===== src/sfcf_regs.vh =====
`ifndef SFCF_REGS_VH
`define SFCF_REGS_VH
// ============================================
// Opcodes
`define SFCF_OP_READ 8'h03
`define SFCF_OP_FAST 8'h0b
`define SFCF_OP_DUAL 8'h3b
`define SFCF_OP_PROG 8'h02
`define SFCF_OP_SE 8'h20
`define SFCF_OP_BE32 8'h52
`define SFCF_OP_BE64 8'hd8
`define SFCF_OP_CE1 8'h60
`define SFCF_OP_CE2 8'hc7
`define SFCF_OP_SFDP 8'h5a
`define SFCF_OP_WRITE_ENABLE_CMD 8'h06
`define SFCF_OP_WRITE_DISABLE_CMD 8'h04
`define SFCF_OP_DP 8'hb9
`define SFCF_OP_FACTORY_SPEEDUP_CMD 8'h41
`define SFCF_OP_RESET_ARM_CMD 8'h66
`define SFCF_OP_RST 8'h99
`define SFCF_OP_IDENTITY_READ_CMD 8'h9f
`define SFCF_OP_RES 8'hab
`define SFCF_OP_MAKER_DEVICE_CODE_CMD 8'h90
`define SFCF_OP_STATUS_READ_CMD 8'h05
`define SFCF_OP_STATUS_WRITE_CMD 8'h01
// ============================================
// Array layout and framing
`define SFCF_ADDR_TOP 24'h07ffff
`define SFCF_SECTOR_LSB 12
`define SFCF_BLK32_LSB 15
`define SFCF_BLK64_LSB 16
`define SFCF_PAGE_BYTES 9'h100
`define SFCF_DUMMY_CYCLES 4'h8
`define SFCF_WEL_RESET 1'b0
`endif


===== src/sfcf_frontend.v =====
// What this block does
// RULE_01 - Decode 24-bit addresses up to 07FFFFh; report sector, 32K and 64K block numbers.
// RULE_02 - Unknown opcode: standby, output released until next chip select fall.
// RULE_03 - Valid opcode: stay active until chip select rises.
// RULE_04 - Sample inputs on rising serial clock, shift outputs on falling; modes 0 and 3.
// RULE_05 - Host picks mode by idle clock level and phase.
// RULE_06 - Read-type commands may end after any output bit, cleanly.
// RULE_07 - Write-type commands need chip select rise on byte boundary, else rejected.
// RULE_08 - While busy, array accesses are ignored; running operation continues.
// RULE_09 - Host reads status before each command.
// RULE_10 - Maker/device code: two dummies, address byte 0 or 1 chooses first code.
// RULE_11 - AB alone wakes from deep sleep; with three dummies returns signature.
// RULE_12 - Host avoids undefined opcodes.
// RULE_13 - Reset needs 66h then 99h directly; anything between cancels it.
// RULE_14 - 06h framed alone sets the write latch; upper I/O ignored.
// RULE_15 - Host issues write-enable before every program, erase or status write.
// RULE_16 - 04h framed alone clears the write latch.
// RULE_17 - Latch clears at power-up and on completion of disable, write, program, erases.
// RULE_18 - Decode single-line command set including fast reads with eight dummy cycles.
// RULE_19 - With latch clear, program, erase and status write are refused.
// RULE_20 - Chip erase only when all four block-protect bits are zero.
`timescale 1ns/1ps
`default_nettype none
`include "sfcf_regs.vh"
module sfcf_frontend #(
  parameter [7:0] SIG_ID = 8'h5a,
  parameter [7:0] MAKER_ID = 8'ha5,
  parameter [7:0] DEV_ID = 8'h3c,
  parameter [23:0] JEDEC_ID = 24'h123456
) (
  input wire clk_sys,
  input wire resetn,
  input wire chip_sel_n,
  input wire serial_clk,
  input wire data_line_0_in,
  input wire data_line_1_in,
  output reg data_line_0_out,
  output reg data_line_0_oe,
  output reg data_line_1_out,
  output reg data_line_1_oe,
  input wire [7:0] status_byte,
  input wire busy,
  input wire [3:0] protect_bits,
  output reg write_latch_flag,
  output reg deep_sleep,
  output reg [7:0] cmd_opcode,
  output reg [23:0] cmd_addr,
  output reg [6:0] cmd_sector,
  output reg [3:0] cmd_blk32,
  output reg [2:0] cmd_blk64,
  output reg cmd_exec,
  output reg rd_req,
  input wire [7:0] rd_data,
  output reg wr_strobe,
  output reg [7:0] wr_data,
  output reg soft_reset
);
  // ============================================
  // Pin synchronisers and edge detection
  wire [2:0] pins_s;
  wire cs_s = pins_s[2];
  wire sck_s = pins_s[1];
  wire din_s = pins_s[0];
  reg cs_q, sck_q;
  sfcf_sync #(.W(3)) u_sync (
    .clk_sys(clk_sys),
    .resetn(resetn),
    .async_in({chip_sel_n, serial_clk, data_line_0_in}),
    // Idle levels: select high, clock and data low, matching sck_q after reset
    .rst_val(3'h4),
    .sync_out(pins_s)
  );
  wire cs_fall = cs_q & ~cs_s;
  wire cs_rise = ~cs_q & cs_s;
  // Mode 0 or 3: first rising edge after select samples in both; the mode 3 fall before it is ignored
  wire sck_rise = ~cs_s & ~sck_q & sck_s; // RULE_04 RULE_05
  wire sck_fall = ~cs_s & sck_q & ~sck_s; // RULE_04 RULE_05
  // ============================================
  // Frame state
  localparam ST_OP = 3'h0;
  localparam ST_ADDR = 3'h1;
  localparam ST_DUMMY = 3'h2;
  localparam ST_OUT = 3'h3;
  localparam ST_IN = 3'h4;
  localparam ST_DONE = 3'h5;
  localparam ST_STBY = 3'h6;
  reg [2:0] st_q;
  reg [2:0] bit_q;
  reg [7:0] sh_q;
  reg [1:0] nbytes_q;
  reg [3:0] dcnt_q;
  reg [7:0] obyte_q;
  reg [1:0] oidx_q;
  reg [8:0] pcnt_q;
  reg arm_q;
  reg dual_q;
  wire [7:0] byte_in = {sh_q[6:0], din_s};
  wire byte_end = sck_rise & (bit_q == 3'h7);
  // ============================================
  // Command classification
  reg known, is_rd, needs_wel, has_addr, has_dummy, nofr;
  always @* begin
    known = 1'b1;
    is_rd = 1'b0;
    needs_wel = 1'b0;
    has_addr = 1'b0;
    has_dummy = 1'b0;
    nofr = 1'b0;
    case (byte_in) // RULE_18
      `SFCF_OP_READ: begin is_rd = 1'b1; has_addr = 1'b1; end
      `SFCF_OP_FAST, `SFCF_OP_DUAL, `SFCF_OP_SFDP: begin
        is_rd = 1'b1; has_addr = 1'b1; has_dummy = 1'b1;
      end
      `SFCF_OP_PROG, `SFCF_OP_SE, `SFCF_OP_BE32, `SFCF_OP_BE64: begin
        needs_wel = 1'b1; has_addr = 1'b1;
      end
      `SFCF_OP_CE1, `SFCF_OP_CE2, `SFCF_OP_STATUS_WRITE_CMD: needs_wel = 1'b1;
      `SFCF_OP_MAKER_DEVICE_CODE_CMD: has_addr = 1'b1;
      `SFCF_OP_IDENTITY_READ_CMD, `SFCF_OP_STATUS_READ_CMD: is_rd = 1'b1;
      `SFCF_OP_RES: nofr = 1'b1;
      `SFCF_OP_WRITE_ENABLE_CMD, `SFCF_OP_WRITE_DISABLE_CMD, `SFCF_OP_DP, `SFCF_OP_FACTORY_SPEEDUP_CMD,
      `SFCF_OP_RESET_ARM_CMD, `SFCF_OP_RST: nofr = 1'b1;
      default: known = 1'b0;
    endcase
  end
  // Array access while busy is simply not decoded
  wire array_cmd = has_addr & (byte_in != `SFCF_OP_MAKER_DEVICE_CODE_CMD);
  wire accept = known & ~(deep_sleep & byte_in != `SFCF_OP_RES)
    & ~(busy & (array_cmd | needs_wel)) // RULE_08
    & ~(needs_wel & ~write_latch_flag) // RULE_19
    & ~((byte_in == `SFCF_OP_CE1 || byte_in == `SFCF_OP_CE2)
      & (protect_bits != 4'h0)); // RULE_20
  // Write-type commands run only if chip select rises on a byte boundary
  wire nobyte = (bit_q == 3'h0);
  wire wr_type = (cmd_opcode == `SFCF_OP_WRITE_ENABLE_CMD) | (cmd_opcode == `SFCF_OP_WRITE_DISABLE_CMD)
    | (cmd_opcode == `SFCF_OP_STATUS_WRITE_CMD) | (cmd_opcode == `SFCF_OP_PROG)
    | (cmd_opcode == `SFCF_OP_SE) | (cmd_opcode == `SFCF_OP_BE32)
    | (cmd_opcode == `SFCF_OP_BE64) | (cmd_opcode == `SFCF_OP_CE1)
    | (cmd_opcode == `SFCF_OP_CE2) | (cmd_opcode == `SFCF_OP_DP);
  wire frame_ok = (st_q == ST_DONE) | ((st_q == ST_IN) & (pcnt_q != 9'h0));
  wire commit = cs_rise & frame_ok & nobyte & wr_type; // RULE_07
  // Next output byte for id and status reads
  function [7:0] next_byte;
    input [7:0] op;
    input [1:0] idx;
    input [7:0] a;
    begin
      case (op)
        `SFCF_OP_STATUS_READ_CMD: next_byte = status_byte;
        `SFCF_OP_RES: next_byte = SIG_ID;
        `SFCF_OP_MAKER_DEVICE_CODE_CMD: next_byte = (a[0] ^ idx[0]) ? DEV_ID : MAKER_ID; // RULE_10
        `SFCF_OP_IDENTITY_READ_CMD: next_byte = (idx == 2'h0) ? JEDEC_ID[23:16] :
          (idx == 2'h1) ? JEDEC_ID[15:8] : JEDEC_ID[7:0];
        default: next_byte = rd_data;
      endcase
    end
  endfunction
  // Word picked once per byte; bits sliced on purpose below
  wire [7:0] out_word = next_byte(cmd_opcode, oidx_q, cmd_addr[7:0]);
  // ============================================
  // Main sequencer
  always @(posedge clk_sys) begin
    if (!resetn) begin
      cs_q <= 1'b1;
      sck_q <= 1'b0;
      st_q <= ST_STBY;
      bit_q <= 3'h0;
      sh_q <= 8'h00;
      nbytes_q <= 2'h0;
      dcnt_q <= 4'h0;
      obyte_q <= 8'h00;
      oidx_q <= 2'h0;
      pcnt_q <= 9'h0;
      arm_q <= 1'b0;
      dual_q <= 1'b0;
      write_latch_flag <= `SFCF_WEL_RESET; // RULE_17
      deep_sleep <= 1'b0;
      cmd_opcode <= 8'h00;
      cmd_addr <= 24'h000000;
      cmd_sector <= 7'h00;
      cmd_blk32 <= 4'h0;
      cmd_blk64 <= 3'h0;
      cmd_exec <= 1'b0;
      rd_req <= 1'b0;
      wr_strobe <= 1'b0;
      wr_data <= 8'h00;
      soft_reset <= 1'b0;
      data_line_0_out <= 1'b0;
      data_line_0_oe <= 1'b0;
      data_line_1_out <= 1'b0;
      data_line_1_oe <= 1'b0;
    end else begin
      cs_q <= cs_s;
      sck_q <= sck_s;
      cmd_exec <= 1'b0;
      rd_req <= 1'b0;
      wr_strobe <= 1'b0;
      soft_reset <= 1'b0;
      if (cs_fall) begin
        st_q <= ST_OP;
        bit_q <= 3'h0;
      end else if (cs_rise) begin
        // Read-type ends cleanly at any bit
        data_line_0_oe <= 1'b0; // RULE_06
        data_line_1_oe <= 1'b0;
        st_q <= ST_STBY; // RULE_03
        bit_q <= 3'h0;
        if (commit) begin
          cmd_exec <= 1'b1;
          case (cmd_opcode)
            `SFCF_OP_WRITE_ENABLE_CMD: write_latch_flag <= 1'b1; // RULE_14
            `SFCF_OP_WRITE_DISABLE_CMD: write_latch_flag <= 1'b0; // RULE_16 RULE_17
            `SFCF_OP_DP: deep_sleep <= 1'b1;
            default: write_latch_flag <= 1'b0; // RULE_17
          endcase
        end else if (st_q != ST_OP && st_q != ST_STBY && nobyte) begin
          // Bare wake opcode ends in the address phase, not in the done state
          if (cmd_opcode == `SFCF_OP_RES) deep_sleep <= 1'b0; // RULE_11
          if (st_q == ST_DONE) begin
            if (cmd_opcode == `SFCF_OP_RST && arm_q) soft_reset <= 1'b1; // RULE_13
            if (cmd_opcode == `SFCF_OP_FACTORY_SPEEDUP_CMD) cmd_exec <= 1'b1;
          end
        end
        if (st_q != ST_STBY)
          arm_q <= (cmd_opcode == `SFCF_OP_RESET_ARM_CMD) && (st_q == ST_DONE) && nobyte; // RULE_13
      end else if (sck_rise && st_q != ST_STBY) begin
        sh_q <= byte_in;
        // Output phase counts falling edges only, else each byte halves
        if (st_q != ST_OUT) bit_q <= bit_q + 3'h1;
        case (st_q)
          ST_OP: if (byte_end) begin
            cmd_opcode <= byte_in;
            nbytes_q <= 2'h0;
            oidx_q <= 2'h0;
            pcnt_q <= 9'h0;
            dual_q <= (byte_in == `SFCF_OP_DUAL);
            if (!accept) begin
              st_q <= ST_STBY; // RULE_02
              arm_q <= 1'b0;
            end else if (has_addr || byte_in == `SFCF_OP_RES) st_q <= ST_ADDR;
            else if (is_rd) st_q <= ST_OUT;
            else if (byte_in == `SFCF_OP_STATUS_WRITE_CMD) st_q <= ST_IN;
            else st_q <= ST_DONE;
          end
          ST_ADDR: if (byte_end) begin
            cmd_addr <= {cmd_addr[15:0], byte_in};
            nbytes_q <= nbytes_q + 2'h1;
            if (nbytes_q == 2'h2) begin
              if (cmd_opcode == `SFCF_OP_FAST || cmd_opcode == `SFCF_OP_DUAL ||
                  cmd_opcode == `SFCF_OP_SFDP) begin
                st_q <= ST_DUMMY;
                dcnt_q <= 4'h0;
              end else if (cmd_opcode == `SFCF_OP_READ || cmd_opcode == `SFCF_OP_RES ||
                           cmd_opcode == `SFCF_OP_MAKER_DEVICE_CODE_CMD) begin
                st_q <= ST_OUT;
                rd_req <= (cmd_opcode == `SFCF_OP_READ);
              end else if (cmd_opcode == `SFCF_OP_PROG) st_q <= ST_IN;
              else st_q <= ST_DONE;
              // Earlier bytes still sit eight bits low until this byte lands
              cmd_sector <= cmd_addr[`SFCF_SECTOR_LSB-2:`SFCF_SECTOR_LSB-8]; // RULE_01
              cmd_blk32 <= cmd_addr[`SFCF_BLK32_LSB-5:`SFCF_BLK32_LSB-8]; // RULE_01
              cmd_blk64 <= cmd_addr[`SFCF_BLK64_LSB-6:`SFCF_BLK64_LSB-8]; // RULE_01
            end
          end
          ST_DUMMY: begin
            bit_q <= 3'h0;
            dcnt_q <= dcnt_q + 4'h1;
            if (dcnt_q == `SFCF_DUMMY_CYCLES - 4'h1) begin // RULE_18
              st_q <= ST_OUT;
              rd_req <= 1'b1;
            end
          end
          ST_IN: if (byte_end) begin
            wr_data <= byte_in;
            if (pcnt_q != `SFCF_PAGE_BYTES) begin
              wr_strobe <= 1'b1;
              pcnt_q <= pcnt_q + 9'h1;
            end
            if (cmd_opcode == `SFCF_OP_STATUS_WRITE_CMD) st_q <= ST_DONE;
          end
          ST_DONE: ;
          default: ;
        endcase
      end else if (sck_fall && st_q == ST_OUT) begin
        // Falling edge shifts out, first bit of each byte loads the next word
        bit_q <= dual_q ? bit_q + 3'h2 : bit_q + 3'h1;
        if (bit_q == 3'h0) begin
          obyte_q <= dual_q ? {out_word[5:0], 2'h0} : {out_word[6:0], 1'h0};
          data_line_1_out <= out_word[7];
          data_line_0_out <= out_word[6];
          // Code pair alternates, identity triple cycles
          oidx_q <= (oidx_q == 2'h2 || (cmd_opcode == `SFCF_OP_MAKER_DEVICE_CODE_CMD && oidx_q == 2'h1)) ?
            2'h0 : oidx_q + 2'h1;
          rd_req <= 1'b1;
        end else begin
          obyte_q <= dual_q ? {obyte_q[5:0], 2'h0} : {obyte_q[6:0], 1'h0};
          data_line_1_out <= obyte_q[7];
          data_line_0_out <= obyte_q[6];
        end
        data_line_1_oe <= 1'b1;
        data_line_0_oe <= dual_q;
      end else if (sck_rise) begin
        bit_q <= bit_q;
      end
    end
  end
endmodule // sfcf_frontend
`default_nettype wire


===== src/sfcf_sync.v =====
`timescale 1ns/1ps
`default_nettype none
// ============================================
// Two-flop synchroniser, one per bit
module sfcf_sync #(
  parameter W = 3
) (
  input wire clk_sys,
  input wire resetn,
  input wire [W-1:0] async_in,
  input wire [W-1:0] rst_val,
  output reg [W-1:0] sync_out
);
  reg [W-1:0] meta_q;
  genvar i;
  generate
    for (i = 0; i < W; i = i + 1) begin : g_bit
      always @(posedge clk_sys) begin
        if (!resetn) begin
          meta_q[i] <= rst_val[i];
          sync_out[i] <= rst_val[i];
        end else begin
          meta_q[i] <= async_in[i];
          sync_out[i] <= meta_q[i];
        end
      end
    end
  endgenerate
endmodule // sfcf_sync
`default_nettype wire


===== config.mk =====
export PLATFORM = sky130hd
export DESIGN_NAME = sfcf_frontend
export DESIGN_NICKNAME = d
export VERILOG_FILES = /design/src/sfcf_frontend.v /design/src/sfcf_sync.v
export VERILOG_INCLUDE_DIRS = /design/src
export SDC_FILE = /design/constraint.sdc
export NUM_CORES = 1
export LEC_CHECK = 0
export BUFFER_PORTS_ARGS = -buffer_cell sky130_fd_sc_hd__buf_2
export CORE_MARGIN = 10
export CORE_UTILIZATION = 30
export CTS_BUF_LIST = sky130_fd_sc_hd__clkbuf_4 sky130_fd_sc_hd__clkbuf_8
export CTS_CLUSTER_DIAMETER = 120
export DETAILED_ROUTE_END_ITERATION = 16
export PLACE_DENSITY = 0.46
export SLEW_MARGIN = 25
export SYNTH_ARGS = -nofsm -noshare
export SYNTH_HDL_FRONTEND = slang
export SYNTH_SLANG_ARGS = --single-unit

===== constraint.sdc =====
create_clock -name clk_sys -period 4.65 [get_ports clk_sys]
set_input_delay 0.465 -clock clk_sys [delete_from_list [all_inputs] [get_ports clk_sys]]
set_output_delay 0.465 -clock clk_sys [all_outputs]
set_load 0.02 [all_outputs]

==> metrics.md <==
| Metric | Value |
|---|---|
| Vias per cell | 5.17 |
| Ant. Diodes | 0 |
| Worst-path clk slew | 0.12 ns |
| H-tree Lvls | 3 |
| Mapped Cells | 694 |
| DIE AREA | 23,900 µm² |
| Net count after synthesis | 734 |
| Main flop type after synthesis | dfxtp_1 |
| Fin crit share | 62.7% |
| Clock period minus worst slack | 2.92 ns |
| Initial antenna violation count | 0 |
| Netlist cell types | 74 |
| Max_cap viols | 0 |
| Area after DPL | 5970 µm² |
| Leak | 2.42 nW |
| Number of global-route vias before repair | 4,818 |
| Synth Cell Area | 5430 µm² |
| Sequential fraction of the synthesis area | 38.3% |
| # hold bufs at CTS | 0 |
| Root Buffer Master | clkbuf_8 |
| Maximum clock rate | 0.343 GHz |
| Seq cells post-synth | 104 |
| Final Non-Filler Cells | 979 |
| Final GP Congestion | 0.821 |
| Nets | 785 |
| Layout cell share with drive strength beyond 1 | 17.3% |
| Worst min-delay path class | input port to register |
| Async SR Flop Fraction | 0% |
| Reg2Reg Setup Slack | 1.73 ns |
| Status | finished, final reports clean |
| Startpoint types | register |
| Number of flops mapped to enable cells by yosys | 0 |
| Largest net degree at the start of global routing | 54 |
| Final Skew | 0.0219 ns |
| Via count | 5,058 |
| Setup crit end | pcnt_q[7]$_SDFFE_PN0P_ |
| Detailed Routing Iterations Pass 1 | 7 |
| Slew HR | 37.2% |
| First-pass GRT wire length | 25.8 mm |
| Setup Buffers After CTS | 0 |
| Initial Util | 30.3% |
| Tot Pwr | 0.00157 W |
| IO buf count | 89 |
| Hold slack | 0.238 ns |
| Clock Latency Late Sink | 0.40 ns |
| Crit path kind | register to register |
| Total gr overflow | 0 |
| Crit end category | register |
| P&R area growth vs syn | 13.7% |
| Post-CTS Resized | 0 |
| Die Wd | 155 µm |
| CTS Buf Count | 9 |
| Maximum vdd drop | 141 µV |
| Origin of the worst setup path | u_sync.sync_out[2]$_SDFF_PN1_ |
| CTS tree | done |
| # setup viols final | 0 |
| Final Hold Violating Endpoints | 0 |
| Slew Viols, Final | 0 |
| Worst slew pin tran | 0.935 ns |
| Post-DP HPWL | 11.7 mm |
| Io pins | 91 |
| Final Cell Area | 6180 µm² |
| GRT Total Usage | 13.0% |
| Clock Path Buffers | 2 |
| Syn_area_per_cell | 7.83 µm² |
| Clock sink count | 104 |
| Row Count | 49 |
| Antenna viol nets, final | 0 |
| 1st-iter DRT viols | 353 |
| Path depth of the worst reg2reg path | 9 |
| Wire per inst | 16.4 µm |
| Unrepaired setup endpoints after global routing | false |
| Setup TNS | 0 ns |
| R2r startpoint | u_sync.sync_out[2]$_SDFF_PN1_ |
| Pwr Density | 254 nW/µm² |
| Placed cell count | 963 |
| Post-Route WL | 16.0 mm |
| Critical path fanouts, max | 12 |
| Worst Path Arrival | 3.20 ns |
| Worst endpoint required time | 4.93 ns |
| Drt drc | 0 |
| Die Y | 155 µm |
| Synth warnings | 0 |
| Min-delay src | chip_sel_n |
| Core area | 17,900 µm² |
| Reg2Reg Capture Point | pcnt_q[7]$_SDFFE_PN0P_ |
-- layer usage --
layer  vias up  routed length (µm)  GRT usage [%]
met3        13                 631           2.58
met2       109                7590           21.0
met4         0                 187           4.50
met1      2412                7600           16.9
li1       2524                   -              -
met5         -                   0              0
-- worst max-delay path: stages, from the launching register on --
cell       delay (ns)
dfxtp_1          0.55
inv_1            0.11
ha_1             0.55
nand3b_1         0.13
buf_4            0.21
a2111oi_2        0.58
nand4_1          0.29
nor2_1           0.19
xnor2_1          0.13
nor2_1           0.05
-- where the power goes --
group          internal (W)  switching (W)
Clock              0.000216       0.000379
Sequential         0.000895     0.00000977
Combinational     0.0000251      0.0000428
Total               0.00114       0.000431
-- how the worst min path moves through the flow --
| stage | end | slack [ns] | depth (start not counted) |
|---|---|---|---|
| floorplan | u_sync.sync_out[2]$_SDFF_PN1_ | 0.39 | 1 |
| global placement | u_sync.sync_out[2]$_SDFF_PN1_ | 0.40 | 1 |
| detailed placement | u_sync.sync_out[2]$_SDFF_PN1_ | 0.40 | 1 |
| CTS | u_sync.meta_q[2]$_SDFF_PN1_ | 0.21 | 2 |
| global route | u_sync.meta_q[2]$_SDFF_PN1_ | 0.23 | 2 |
| finish | u_sync.meta_q[2]$_SDFF_PN1_ | 0.24 | 2 |
-- registers in the layout (all words and copies together), names as in the netlist, 2 cells and up --
name             flops
oidx_q               2
pcnt_q               9
cmd_opcode           8
u_sync.meta_q        3
bit_q                3
cmd_addr            24
sh_q                 7
cmd_sector           7
obyte_q              7
u_sync.sync_out      3
dcnt_q               4
nbytes_q             2
wr_data              8
st_q                 3
-- layout make-up --
class,instances,area [µm²]
Fill cell,1919,11700
Multi-Input combinational cell,515,3040
Sequential cell,104,2080
Timing Repair Buffer,94,483
Tap cell,229,287
Clock buffer,9,124
Clock inverter,7,78.8
Inverter,21,78.8
-- cell usage in the layout, fill, tap and decap left out, types with 6 or more instances in the layout --
cell type  instances
and2_1             7
nand3b_1           6
nor3_1            22
nand2_1          110
a21oi_1           66
nand2b_1          15
mux2i_1           22
clkbuf_8           9
a31oi_1            9
nand4_1           11
ha_1              13
dfxtp_1          104
nor4_1             7
nor2_1            79
buf_2             89
inv_1             17
xor2_1             8
o21ai_0           11
nand3_1           25
-- kinds of logic (layout without fill, tap and decap cells) --
family / count (synthesis) / after routing / share of synthesized area, %
and+or+nand+nor: 331 / 331 / 30.2
buffers and inverters: 75 / 131 / 5.78
muxes: 23 / 23 / 4.26
xor gates and xnor gates: 13 / 13 / 2.10
DFF: 104 / 104 / 38.3
adders and majority gates: 13 / 13 / 2.99
AOI/OAI and AO/OA: 135 / 135 / 16.3
-- cells in the mapped netlist (4+ instances only) --
library cell | n | area [µm²]
nor3_1 | 23 | 115
clkbuf_1 | 37 | 139
o21ai_0 | 11 | 55.1
buf_2 | 5 | 25.0
nand3_1 | 25 | 125
xor2_1 | 8 | 70.1
nand3b_1 | 6 | 45.0
buf_4 | 7 | 52.6
inv_1 | 18 | 67.6
a211oi_1 | 5 | 37.5
mux2i_1 | 22 | 220
and2_1 | 7 | 43.8
and4b_1 | 4 | 40.0
or3b_1 | 4 | 35.0
ha_1 | 13 | 163
nor2_1 | 80 | 300
nand2_1 | 110 | 413
o21ai_1 | 5 | 25.0
or4_1 | 5 | 37.5
buf_1 | 5 | 18.8
a21oi_1 | 66 | 330
xnor2_1 | 5 | 43.8
a31oi_1 | 9 | 56.3
nor4_1 | 7 | 43.8
nand4_1 | 11 | 68.8
or3_1 | 5 | 31.3
dfxtp_1 | 104 | 2080
nor2b_1 | 5 | 31.3
nand2b_1 | 15 | 93.8
-- per-stage QoR --
stage | utilization [%] | setup slack, ns
after floorplan | - | 2.23
after global placement | 33.3 | 1.83
after detailed placement | 33.4 | 1.77
after CTS | 34.5 | 1.73
after global routing | 34.5 | 1.45
final | 34.5 | 1.73
Power figures use the tool's default switching activity.
